==> src/shared/spec_defer_pkg.sv <==
package spec_defer_pkg;

    localparam int NUM_FLAGS = 7;
    localparam int ADDR_W    = 8;
    localparam int DATA_W    = 32;
    localparam int CLASS_W   = 3;
    localparam int CAUSE_W   = 4;
    localparam int NUM_IRQ   = 2;

    // Register byte offsets
    localparam logic [ADDR_W-1:0] OFF_DCR      = 8'h00;
    localparam logic [ADDR_W-1:0] OFF_FSR      = 8'h04;
    localparam logic [ADDR_W-1:0] OFF_SAVED    = 8'h08;
    localparam logic [ADDR_W-1:0] OFF_CFG      = 8'h0C;
    localparam logic [ADDR_W-1:0] OFF_IRQ_STAT = 8'h10;
    localparam logic [ADDR_W-1:0] OFF_IRQ_CLR  = 8'h14;
    localparam logic [ADDR_W-1:0] OFF_IRQ_EN   = 8'h18;

    // Reset values
    localparam logic [NUM_FLAGS-1:0] DCR_RESET   = 7'h00;
    localparam logic                 CFG_RESET   = 1'b1;
    localparam logic [NUM_IRQ-1:0]   IRQ_EN_RESET = 2'h0;

    // Field positions
    localparam int FSR_SP_BIT     = 0;
    localparam int FSR_ED_BIT     = 1;
    localparam int FSR_CAUSE_LSB  = 4;
    localparam int SAVED_REQ_BIT  = 0;
    localparam int CFG_UNALIGN_BIT = 0;
    localparam int IRQ_DELIVER_BIT = 0;
    localparam int IRQ_DEFER_BIT   = 1;

    // Fault class codes; code N selects deferral flag N-1
    localparam logic [CLASS_W-1:0] CLASS_NONE = 3'h0;

    // Cause codes reported on delivery
    localparam logic [CAUSE_W-1:0] CAUSE_NONE      = 4'h0;
    localparam logic [CAUSE_W-1:0] CAUSE_UNALIGNED = 4'h8;

    typedef enum logic [1:0] {
        OUT_IDLE    = 2'b00,
        OUT_DONE    = 2'b01,
        OUT_DEFER   = 2'b10,
        OUT_DELIVER = 2'b11
    } outcome_e;

endpackage

==> src/hw/defer_select.sv <==
`timescale 1ns/1ps
`default_nettype none

module defer_select
    import spec_defer_pkg::*;
#(
    parameter int N = NUM_FLAGS
) (
    input  wire logic [CLASS_W-1:0] class_code,
    input  wire logic [N-1:0]       flags,
    output logic                    flag_sel
);

    logic [N-1:0] hit;

    // Exactly one flag governs a class
    for (genvar i = 0; i < N; i++) begin : g_sel
        assign hit[i] = (class_code == CLASS_W'(i + 1)) && flags[i];
    end

    assign flag_sel = |hit;

endmodule

`default_nettype wire

==> src/hw/irq_sticky.sv <==
`timescale 1ns/1ps
`default_nettype none

module irq_sticky
    import spec_defer_pkg::*;
#(
    parameter int N = NUM_IRQ
) (
    input  wire logic         clk,
    input  wire logic         sys_rst,
    input  wire logic         ce,
    input  wire logic [N-1:0] set,
    input  wire logic         clr_wr,
    input  wire logic [N-1:0] clr_mask,
    input  wire logic [N-1:0] enable,
    output logic [N-1:0]      status_q,
    output logic              irq
);

    for (genvar i = 0; i < N; i++) begin : g_bit
        logic status_d;
        // Set wins over a clear in the same cycle
        assign status_d = set[i] | (status_q[i] & ~(clr_wr & clr_mask[i]));
        always_ff @(posedge clk or posedge sys_rst) begin
            if (sys_rst) begin
                status_q[i] <= 1'b0;
            end else if (ce) begin
                status_q[i] <= status_d;
            end
        end
    end

    assign irq = |(status_q & enable);

endmodule

`default_nettype wire

==> src/hw/spec_load_fault_deferral.sv <==
// Added by the designer: the register addresses and the address-and-strobe port.
`timescale 1ns/1ps
`default_nettype none

module spec_load_fault_deferral
    import spec_defer_pkg::*;
(
    input  wire logic               clk,
    input  wire logic               sys_rst,
    input  wire logic               ce,
    input  wire logic [ADDR_W-1:0]  reg_addr,
    input  wire logic [DATA_W-1:0]  reg_wdata,
    input  wire logic               reg_wr,
    input  wire logic               reg_rd,
    output logic [DATA_W-1:0]       reg_rdata,
    input  wire logic               ld_valid,
    input  wire logic               ld_cspec,
    input  wire logic [CLASS_W-1:0] ld_fault_class,
    input  wire logic               ld_misaligned,
    input  wire logic               ld_fp_target,
    input  wire logic               page_recovery_bit,
    output logic                    ld_done,
    output logic                    result_defer,
    output logic                    deferred_token_bit,
    output logic                    deferred_float_value,
    output logic                    fault_deliver,
    output logic [CAUSE_W-1:0]      fault_cause,
    output logic                    irq
);

    // Software visible state
    logic [NUM_FLAGS-1:0] default_control_reg_q;
    logic                 speculative_fault_flag_q;
    logic                 fault_recovery_flag_q;
    logic [CAUSE_W-1:0]   fsr_cause_q;
    logic                 saved_defer_request_q;
    logic                 saved_defer_request_d;
    logic                 cfg_unalign_q;
    logic [NUM_IRQ-1:0]   irq_en_q;
    logic [NUM_IRQ-1:0]   irq_status;
    logic [DATA_W-1:0]    reg_rdata_q;

    // Result state
    outcome_e             outcome_q;
    outcome_e             outcome_d;
    logic                 token_q;
    logic                 float_q;
    logic [CAUSE_W-1:0]   cause_q;

    // Bus decode
    wire wr_en    = reg_wr & ce;
    wire wr_dcr   = wr_en & (reg_addr == OFF_DCR);
    wire wr_saved = wr_en & (reg_addr == OFF_SAVED);
    wire wr_cfg   = wr_en & (reg_addr == OFF_CFG);
    wire wr_clr   = wr_en & (reg_addr == OFF_IRQ_CLR);
    wire wr_ien   = wr_en & (reg_addr == OFF_IRQ_EN);

    // Fault decision
    logic flag_sel;

    defer_select #(
        .N (NUM_FLAGS)
    ) u_select (
        .class_code (ld_fault_class),
        .flags      (default_control_reg_q),
        .flag_sel   (flag_sel)
    );

    wire has_fault    = (ld_fault_class != CLASS_NONE);
    wire unalign_hit  = ld_misaligned & cfg_unalign_q;
    wire excepting    = has_fault | unalign_hit;
    wire hw_defer     = ld_cspec & has_fault & flag_sel;
    wire sw_defer     = ld_cspec & excepting & saved_defer_request_q;
    wire defer_now    = ld_valid & (hw_defer | sw_defer);
    wire deliver_now  = ld_valid & excepting & ~(hw_defer | sw_defer);
    wire done_now     = ld_valid & ~excepting;
    wire [CAUSE_W-1:0] cause_now = has_fault ? {1'b0, ld_fault_class}
                                             : CAUSE_UNALIGNED;
    wire consume_req  = ld_valid & ld_cspec & excepting;

    // Outcome chosen before any result is written
    always_comb begin
        if (defer_now) begin
            outcome_d = OUT_DEFER;
        end else if (deliver_now) begin
            outcome_d = OUT_DELIVER;
        end else if (done_now) begin
            outcome_d = OUT_DONE;
        end else begin
            outcome_d = OUT_IDLE;
        end
    end

    // Software write of the saved request wins over consumption
    always_comb begin
        if (wr_saved) begin
            saved_defer_request_d = reg_wdata[SAVED_REQ_BIT];
        end else if (consume_req) begin
            saved_defer_request_d = 1'b0;
        end else begin
            saved_defer_request_d = saved_defer_request_q;
        end
    end

    // Control registers
    always_ff @(posedge clk or posedge sys_rst) begin
        if (sys_rst) begin
            default_control_reg_q <= DCR_RESET;
            cfg_unalign_q         <= CFG_RESET;
            irq_en_q              <= IRQ_EN_RESET;
        end else begin
            if (wr_dcr) begin
                default_control_reg_q <= reg_wdata[NUM_FLAGS-1:0];
            end
            if (wr_cfg) begin
                cfg_unalign_q <= reg_wdata[CFG_UNALIGN_BIT];
            end
            if (wr_ien) begin
                irq_en_q <= reg_wdata[NUM_IRQ-1:0];
            end
        end
    end

    always_ff @(posedge clk or posedge sys_rst) begin
        if (sys_rst) begin
            saved_defer_request_q <= 1'b0;
        end else if (ce) begin
            saved_defer_request_q <= saved_defer_request_d;
        end
    end

    // Fault status, updated on delivery only
    always_ff @(posedge clk or posedge sys_rst) begin
        if (sys_rst) begin
            speculative_fault_flag_q <= 1'b0;
            fault_recovery_flag_q    <= 1'b0;
            fsr_cause_q              <= CAUSE_NONE;
        end else if (ce && deliver_now) begin
            speculative_fault_flag_q <= ld_cspec;
            fault_recovery_flag_q    <= ld_cspec & page_recovery_bit;
            fsr_cause_q              <= cause_now;
        end
    end

    // Result stage
    always_ff @(posedge clk or posedge sys_rst) begin
        if (sys_rst) begin
            outcome_q <= OUT_IDLE;
            token_q   <= 1'b0;
            float_q   <= 1'b0;
            cause_q   <= CAUSE_NONE;
        end else if (ce) begin
            outcome_q <= outcome_d;
            token_q   <= defer_now & ~ld_fp_target;
            float_q   <= defer_now & ld_fp_target;
            cause_q   <= deliver_now ? cause_now : CAUSE_NONE;
        end
    end

    always_comb begin
        ld_done       = 1'b0;
        result_defer  = 1'b0;
        fault_deliver = 1'b0;
        unique case (outcome_q)
            OUT_IDLE: begin
            end
            OUT_DONE: begin
                ld_done = 1'b1;
            end
            OUT_DEFER: begin
                result_defer = 1'b1;
            end
            OUT_DELIVER: begin
                fault_deliver = 1'b1;
            end
        endcase
    end

    assign deferred_token_bit   = token_q;
    assign deferred_float_value = float_q;
    assign fault_cause          = cause_q;

    // Event status and interrupt
    irq_sticky #(
        .N (NUM_IRQ)
    ) u_irq (
        .clk      (clk),
        .sys_rst  (sys_rst),
        .ce       (ce),
        .set      ({defer_now, deliver_now}),
        .clr_wr   (wr_clr),
        .clr_mask (reg_wdata[NUM_IRQ-1:0]),
        .enable   (irq_en_q),
        .status_q (irq_status),
        .irq      (irq)
    );

    // Read path
    logic [DATA_W-1:0] rd_word;

    always_comb begin
        rd_word = '0;
        unique case (reg_addr)
            OFF_DCR: begin
                rd_word[NUM_FLAGS-1:0] = default_control_reg_q;
            end
            OFF_FSR: begin
                rd_word[FSR_SP_BIT] = speculative_fault_flag_q;
                rd_word[FSR_ED_BIT] = fault_recovery_flag_q;
                rd_word[FSR_CAUSE_LSB +: CAUSE_W] = fsr_cause_q;
            end
            OFF_SAVED: begin
                rd_word[SAVED_REQ_BIT] = saved_defer_request_q;
            end
            OFF_CFG: begin
                rd_word[CFG_UNALIGN_BIT] = cfg_unalign_q;
            end
            OFF_IRQ_STAT: begin
                rd_word[NUM_IRQ-1:0] = irq_status;
            end
            OFF_IRQ_EN: begin
                rd_word[NUM_IRQ-1:0] = irq_en_q;
            end
            default: begin
                rd_word = '0;
            end
        endcase
    end

    always_ff @(posedge clk or posedge sys_rst) begin
        if (sys_rst) begin
            reg_rdata_q <= '0;
        end else if (ce) begin
            reg_rdata_q <= reg_rd ? rd_word : '0;
        end
    end

    assign reg_rdata = reg_rdata_q;

    // Checks
    property p_defer_flag_set;
        @(posedge clk) disable iff (sys_rst)
        (ce && ld_valid && ld_cspec && has_fault && flag_sel)
            |=> (result_defer && !fault_deliver);
    endproperty
    a_defer_flag_set: assert property (p_defer_flag_set)
        else $error("deferral flag set but fault not deferred");

    property p_deliver_flag_clear;
        @(posedge clk) disable iff (sys_rst)
        (ce && ld_valid && ld_cspec && has_fault && !flag_sel && !saved_defer_request_q)
            |=> (fault_deliver && !result_defer);
    endproperty
    a_deliver_flag_clear: assert property (p_deliver_flag_clear)
        else $error("deferral flag clear but fault not delivered");

    property p_all_flags_set;
        @(posedge clk) disable iff (sys_rst)
        (ce && ld_valid && ld_cspec && has_fault && (&default_control_reg_q))
            |=> !fault_deliver;
    endproperty
    a_all_flags_set: assert property (p_all_flags_set)
        else $error("fault delivered with every deferral flag set");

    property p_all_flags_clear;
        @(posedge clk) disable iff (sys_rst)
        (ce && ld_valid && ld_cspec && has_fault && (default_control_reg_q == '0)
            && !saved_defer_request_q)
            |=> (fault_deliver && (fault_cause == {1'b0, $past(ld_fault_class)}));
    endproperty
    a_all_flags_clear: assert property (p_all_flags_clear)
        else $error("fault class not delivered with all flags clear");

    property p_spec_flag;
        @(posedge clk) disable iff (sys_rst)
        fault_deliver |-> (speculative_fault_flag_q == $past(ld_cspec));
    endproperty
    a_spec_flag: assert property (p_spec_flag)
        else $error("speculative fault flag does not match the load kind");

    property p_recovery_copy;
        @(posedge clk) disable iff (sys_rst)
        (fault_deliver && speculative_fault_flag_q)
            |-> (fault_recovery_flag_q == $past(page_recovery_bit));
    endproperty
    a_recovery_copy: assert property (p_recovery_copy)
        else $error("recovery flag not copied from page bit");

    property p_saved_request;
        @(posedge clk) disable iff (sys_rst)
        (ce && ld_valid && ld_cspec && excepting && saved_defer_request_q && !wr_saved)
            |=> (result_defer && !saved_defer_request_q);
    endproperty
    a_saved_request: assert property (p_saved_request)
        else $error("saved defer request not honoured");

    property p_token_kind;
        @(posedge clk) disable iff (sys_rst)
        result_defer |-> ((deferred_float_value == $past(ld_fp_target))
            && (deferred_token_bit == !$past(ld_fp_target)));
    endproperty
    a_token_kind: assert property (p_token_kind)
        else $error("deferred marking does not match target kind");

    property p_unaligned;
        @(posedge clk) disable iff (sys_rst)
        (ce && ld_valid && !ld_cspec && ld_misaligned && cfg_unalign_q && !has_fault)
            |=> (fault_deliver && (fault_cause == CAUSE_UNALIGNED));
    endproperty
    a_unaligned: assert property (p_unaligned)
        else $error("misaligned load did not raise unaligned fault");

    property p_no_update_on_fault;
        @(posedge clk) disable iff (sys_rst)
        (ce && ld_valid && excepting) |=> (!ld_done && (result_defer != fault_deliver));
    endproperty
    a_no_update_on_fault: assert property (p_no_update_on_fault)
        else $error("load completed although its fault was taken");

    property p_plain_never_defers;
        @(posedge clk) disable iff (sys_rst)
        (ce && ld_valid && !ld_cspec) |=> !result_defer;
    endproperty
    a_plain_never_defers: assert property (p_plain_never_defers)
        else $error("non-speculative load was deferred");

    property p_fsr_held_on_defer;
        @(posedge clk) disable iff (sys_rst)
        (ce && !deliver_now)
            |=> $stable({speculative_fault_flag_q, fault_recovery_flag_q, fsr_cause_q});
    endproperty
    a_fsr_held_on_defer: assert property (p_fsr_held_on_defer)
        else $error("fault status changed without a delivered fault");

    property p_deliver_no_token;
        @(posedge clk) disable iff (sys_rst)
        fault_deliver |-> (!deferred_token_bit && !deferred_float_value);
    endproperty
    a_deliver_no_token: assert property (p_deliver_no_token)
        else $error("delivered fault also marked a deferred token");

endmodule

`default_nettype wire

==> config.mk <==
export PLATFORM = sky130hd
export DESIGN_NAME = spec_load_fault_deferral
export DESIGN_NICKNAME = d
export VERILOG_FILES = /design/src/shared/spec_defer_pkg.sv /design/src/hw/defer_select.sv /design/src/hw/irq_sticky.sv /design/src/hw/spec_load_fault_deferral.sv
export SDC_FILE = /design/constraint.sdc
export NUM_CORES = 1
export LEC_CHECK = 0
export BUFFER_PORTS_ARGS = -buffer_cell sky130_fd_sc_hd__clkbuf_2
export CAP_MARGIN = 20
export CORE_UTILIZATION = 35
export CTS_CLUSTER_DIAMETER = 50
export DETAILED_ROUTE_END_ITERATION = 8
export PLACE_DENSITY_LB_ADDON = 0.25
export RECOVER_POWER = 100
export SYNTH_ARGS = -nofsm -noshare
export SYNTH_HDL_FRONTEND = slang
export SYNTH_HIERARCHICAL = 1
export SYNTH_SLANG_ARGS = --single-unit
==> constraint.sdc <==
create_clock -name clk -period 2.9 [get_ports clk]
set_input_delay 0.145 -clock clk [delete_from_list [all_inputs] [get_ports clk]]
set_output_delay 0.145 -clock clk [all_outputs]
set_load 0.01 [all_outputs]
# [Word-level counts from Yosys, hierarchy flattened]
# Cells that the tools add are included.
[totals] ff_bits=59 inputBits=53 output_inout_bits=42 wordCells=94
[classes] n_eq_ne=16 mux=16 bitwise_logic=34 n_reduce_logical=14
[ops] op="$and A1 B1 Y1" count=24
[ops] op="$eq A8 B5 Y1 const B" count=3
[ops] op="$eq A8 B4 Y1 const B" count=2
[ops] op="$eq A3 B3 Y1 const B" count=4
[ops] op="$eq A8 B3 Y1 const B" count=1
[ops] op="$logic_and A1 B1 Y1" count=8
[ops] op="$logic_not A8 Y1" count=1
[ops] op="$mux W4" count=2
[ops] op="$mux W8" count=1
[ops] op="$mux W1" count=7
[ops] op="$reduce_or A7 Y1" count=1
[ops] op="$eq A3 B2 Y1 const B" count=2
[ops] op="$mux W2" count=3
[ops] op="$pmux W1 S6" count=1
[ops] op="$pmux W3 S2" count=1
[ops] op="$not A1 Y1" count=5
[ops] op="$eq A2 B2 Y1 const B" count=2
[ops] op="$or A1 B1 Y1" count=4
[ops] op="$pmux W1 S4" count=1
[ops] op="$eq A3 B1 Y1 const B" count=1
[ops] op="$reduce_bool A3 Y1" count=1
[ops] op="$and A2 B2 Y2" count=1
[ops] op="$eq A2 B1 Y1 const B" count=1
[ops] op="$reduce_and A2 Y1" count=1
[ops] op="other kinds (2)" count=2

# [Longest topological paths before layout]
[depth] depth_word=9 mapped_depth=6 mapped_depth_nobuf=6

# [Cells and area by module]
# Netlist, hierarchy kept.
[modules_own_cells] module="spec_load_fault_deferral" n_inst=1 cells_per_inst=166 area_each_um2=1780.5 seq_area_each_um2=827.0
[modules_own_cells] module="irq_sticky" n_inst=1 cells_per_inst=8 area_each_um2=90.1 seq_area_each_um2=50.0
[modules_own_cells] module="defer_select" n_inst=1 cells_per_inst=5 area_each_um2=63.8 seq_area_each_um2=0.0

# [Worst setup path after synthesis]
# Ideal clock, no wire load.
[synth_path] path_type="flip-flop to flip-flop" startpoint="register default_control_reg_q[6]" endpoint="register fsr_cause_q[0]" setup_time_ns=0.119 arrival_time_ns=1.875 required_ns=2.781 slack_ns=0.906 stages_incl_launch_ff=7 n_path_buf=0 synth_period_minus_slack_ns=1.994 cell_sequence="dfrtp_1 > mux2_1 > mux4_2 > o21ai_0 > o21a_1 > nand3_2 > a21bo_2"
[synth_via] elab_chain_len=7
[synth_rtl] element="start, declared" line_no="spec_load_fault_deferral.sv:32" source="logic [NUM_FLAGS-1:0] default_control_reg_q;"
[synth_rtl] element="start signal, assigned" line_no="spec_load_fault_deferral.sv:113" source="default_control_reg_q <= reg_wdata[NUM_FLAGS-1:0];"
[synth_rtl] element="$logic_and A1 B1 Y1" line_no="defer_select.sv:18" source="assign hit[i] = (class_code == CLASS_W'(i + 1)) && flags[i];"
[synth_rtl] element="$reduce_or A7 Y1" line_no="defer_select.sv:21" source="assign flag_sel = |hit;"
[synth_rtl] element="via flag_sel" line_no="spec_load_fault_deferral.sv:59" source="logic flag_sel;"
[synth_rtl] element="$and A1 B1 Y1" line_no="spec_load_fault_deferral.sv:72" source="wire hw_defer = ld_cspec & has_fault & flag_sel;"
[synth_rtl] element="$or A1 B1 Y1" line_no="spec_load_fault_deferral.sv:75" source="wire deliver_now = ld_valid & excepting & ~(hw_defer | sw_defer);"
[synth_rtl] element="$not A1 Y1" line_no="spec_load_fault_deferral.sv:75"
[synth_rtl] element="$and A1 B1 Y1" line_no="spec_load_fault_deferral.sv:75"
[synth_rtl] element="$logic_and A1 B1 Y1" line_no="spec_load_fault_deferral.sv:138" source="end else if (ce && deliver_now) begin"
[synth_rtl] element="end signal, assigned" line_no="spec_load_fault_deferral.sv:141" source="fsr_cause_q <= cause_now;"
[synth_rtl] element="end, declared" line_no="spec_load_fault_deferral.sv:35" source="logic [CAUSE_W-1:0] fsr_cause_q;"
# The timed path passes the listed nets, and every way through them passes these cells.
# A chain may end at the register's enable or synchronous reset.

==> flow_metrics.py <==
metrics = {
    "outcome": {
        "status": "finished, violations left",
        "violations": "max-capacitance violations, max-slew violations",
    },
    "die": {
        "die_h_um": 76.3,
        "std_cell_rows": 26,
        "die_x_um": 76.3,
        "initial_core_util_pct": 37.2,
        "fp.dieArea_um2": 5830,
        "core_um2": 5200,
        "ios": 95,
    },
    "placed_design": {
        "place_ws_ns": 0.652,
        "place_congestion": 0.751,
        "hpwl_um": 3000,
        "io_buffers": 45,
    },
    "cts": {
        "cts.clk_slew.worst_paths_ns": 0.07,
        "cts_num_sinks": 35,
        "clk_latency_ns": 0.28,
        "cts-root-buf": "clkbuf_8",
        "htree_levels": 2,
        "cts_buffer_depth": 2,
        "cts_tree": "yes",
        "post_cts_buffers": 0,
        "cts_made_buffers": 5,
    },
    "critical_path": {
        "max_stage_delay_ns": 0.49,
        "crit_path_max_fanout": 6,
        "path_buf_inv": 0,
        "path_cells": "mux2_1 -> mux4_2 -> o21ai_0 -> o21a_1 -> nand3_1 -> a32o_1",
        "reg2reg_to": "fault_recovery_flag_q$_DFFE_PP0P_",
        "crit_type": "reg2reg",
        "cp-start-kind": "flip-flop",
        "required_ns": 3.07,
        "r2r_cells": 6,
        "r2r_slack_ns": 0.50,
        "regToRegStartpoint": "default_control_reg_q[6]$_DFFE_PP0P_",
        "cp_slowest_cell": "mux4_2",
        "path_delay_family": "compound AO/OA/AOI/OAI gates",
        "cp-end-kind": "flip-flop",
        "arrival_ns": 2.56,
    },
    "synthesis": {
        "synth_seq_cells": 35,
        "synth_area_um2": 1930,
        "synthArstFlopShare_pct": 100,
        "synth.avg_cell_area_um2": 10.8,
        "synth_edf_count": 0,
        "ys_seq_area_share_pct": 45.3,
        "netlist_instances": 179,
        "ys.flop_type": "dfrtp_1",
        "yosys_warnings": 6,
        "ys_types": 46,
    },
    "sta": {
        "period_needed_ns": 2.40,
        "tightest_slew_ns": 1.81,
        "finClkSkew_ns": 0.00795,
        "slew_headroom_pct": -20.6,
        "setup_tns_ns": 0,
        "final_max_slew_viol_count": 34,
        "fin_ws_ns": 0.505,
        "post-route-period-util_pct": 82.6,
        "hold_violations": 0,
        "fmax_mhz": 417,
        "rsz0062_at_grt": "no",
        "setup_viol": 0,
    },
    "worst_hold_path": {
        "worstHoldPathType": "in2reg",
        "min_path_cells": 2,
        "hp-start": "ld_fp_target",
        "min_to": "deferred_token_bit$_DFFE_PP0P_",
    },
    "layout": {
        "regArea_um2": 877,
        "multi_input_area_um2": 875,
        "insertedDiodeCount": 0,
        "syn_to_final_growth_pct": 14.6,
        "final_cell_mix": "34 x dfrtp_1, 25 x clkbuf_2, 24 x conb_1, 21 x clkbuf_1, 12 x inv_1",
        "layout_commonest_cell": "dfrtp_1",
        "fillers": 526,
        "nets": 279,
        "drive_gt1_share_pct": 22.9,
    },
    "detailed_routing": {
        "firstDrtPassIters": 4,
        "drt-initial-drc-count": 86,
        "avgRoutedWirePerCell_um": 13.5,
        "post_drt_via_cell_ratio": 4.88,
        "drt_wl_total_um": 4020,
        "drcViolationCount": 0,
        "vias": 1448,
        "postRouteAntennaNets": 0,
    },
    "pwr": {
        "vdd_ir_drop_max_mv": 0.248,
        "power.density_nw_per_um2": 504,
        "power_leakage_nw": 1.06,
    },
    "global_route": {
        "grt_pass1_wl_um": 6690,
        "antenna_found_initial": 0,
        "grt_max_degree": 34,
        "grt-ovfl-total": 0,
        "grt_pass1_vias": 1366,
        "track_usage_pct": 14.7,
    },
    "job": {
        "drv_cap": 1,
    },
}
==> sequential cells by signal (all words and copies together), names as in the netlist, 2 cells and up <==
| register | cells |
|---|---|
| default_control_reg_q | 7 |
| irq_en_q | 2 |
| u_irq/status_q | 2 |
| fsr_cause_q | 4 |
| outcome_q | 2 |
| fault_cause | 4 |
| reg_rdata | 8 |
==> Yosys cell counts (3+ instances only) <==
cell,count,share of area [%]
o21ai_0,7,1.8
nand4b_1,3,1.4
nor2_1,8,1.6
buf_4,24,9.3
nand3_1,7,1.8
o2bb2ai_1,8,3.6
nand2_1,6,1.2
dfrtp_1,34,44
inv_1,12,2.3
buf_2,3,0.78
mux2_2,11,6.4
a21bo_2,3,1.6
and2_1,3,0.97
a22o_1,5,2.3
mux2i_1,7,3.6
==> worst register-to-register path, stage by stage, from the launching register on <==
cell,delay (ns)
dfrtp_1,0.40
mux2_1,0.30
mux4_2,0.49
o21ai_0,0.23
o21a_1,0.24
nand3_1,0.28
a32o_1,0.34
==> per-layer routing <==
metal	part of all wire, %	up-vias	GRT usage [%]	wire length, um
met5	0	-	0	0
met4	0.82	0	4.62	33
met3	4.6	5	3.83	187
met2	45	54	22.8	1810
met1	50	701	20.0	1990
li1	-	688	-	-
==> logic make-up after synthesis <==
group,count (synthesis),share of synthesized area (%)
other,1,0.194
buffers and inverters,42,13.0
AO/OA/AOI/OAI,34,13.6
flip-flops,35,45.3
multiplexers,22,13.3
AND/OR/NAND/NOR,45,14.5
==> what timing repair did <==
action                                  in CTS  in global routing
hold buffers                                 1                  0
hold endpoints to repair                    34                  0
endpoints found under the setup margin       0                  0
gates resized for setup                      0                  0
==> worst max path at each step <==
stage | startpoint | endpoint | slack [ns] | cells after the start
after floorplan | default_control_reg_q[6]$_DFFE_PP0P_ | fsr_cause_q[0]$_DFFE_PP0P_ | 0.91 | 6
after CTS | default_control_reg_q[6]$_DFFE_PP0P_ | fsr_cause_q[2]$_DFFE_PP0P_ | 0.63 | 6
final | default_control_reg_q[6]$_DFFE_PP0P_ | fault_recovery_flag_q$_DFFE_PP0P_ | 0.50 | 6
after detailed placement | ld_fault_class[0] | fsr_cause_q[2]$_DFFE_PP0P_ | 0.65 | 7
after global placement | ld_fault_class[0] | fsr_cause_q[2]$_DFFE_PP0P_ | 0.70 | 7
after global routing | sys_rst | fsr_cause_q[0]$_DFFE_PP0P_ | 0.35 | 4
==> power by group <==
part | total [mW] | internal, mW | switching (mW)
Clock | 0.456 | 0.278 | 0.177
Sequential | 0.527 | 0.511 | 0.0159
Combinational | 0.133 | 0.0505 | 0.0829
Total | 1.12 | 0.840 | 0.276
==> stage by stage <==
step / area (um^2) / instances / util (%) / hold WS [ns] / power [mW]
after global routing: 2220 / 297 / 42.6 / 0.0560 / 1.17
after floorplan: 2020 / 202 / - / -0.114 / 0.643
after detailed placement: 2130 / 288 / 41.0 / -0.00438 / 0.675
after global placement: 2130 / 288 / 41.0 / -0.00441 / 0.673
after CTS: 2260 / 297 / 43.5 / 0.0446 / 1.14
final: 2220 / 297 / 42.6 / 0.0514 / 1.12
==> cell type report <==
cell class	count	area share [%]
Clock inverter	2	1.58
Timing Repair Buffer	47	9.66
Clock buffer	6	3.73
Tap cell	70	3.95
Sequential cell	35	39.6
Inverter	12	2.03
Multi-Input combinational cell	125	39.5
No activity file was read; power rests on OpenSTA's default activity.
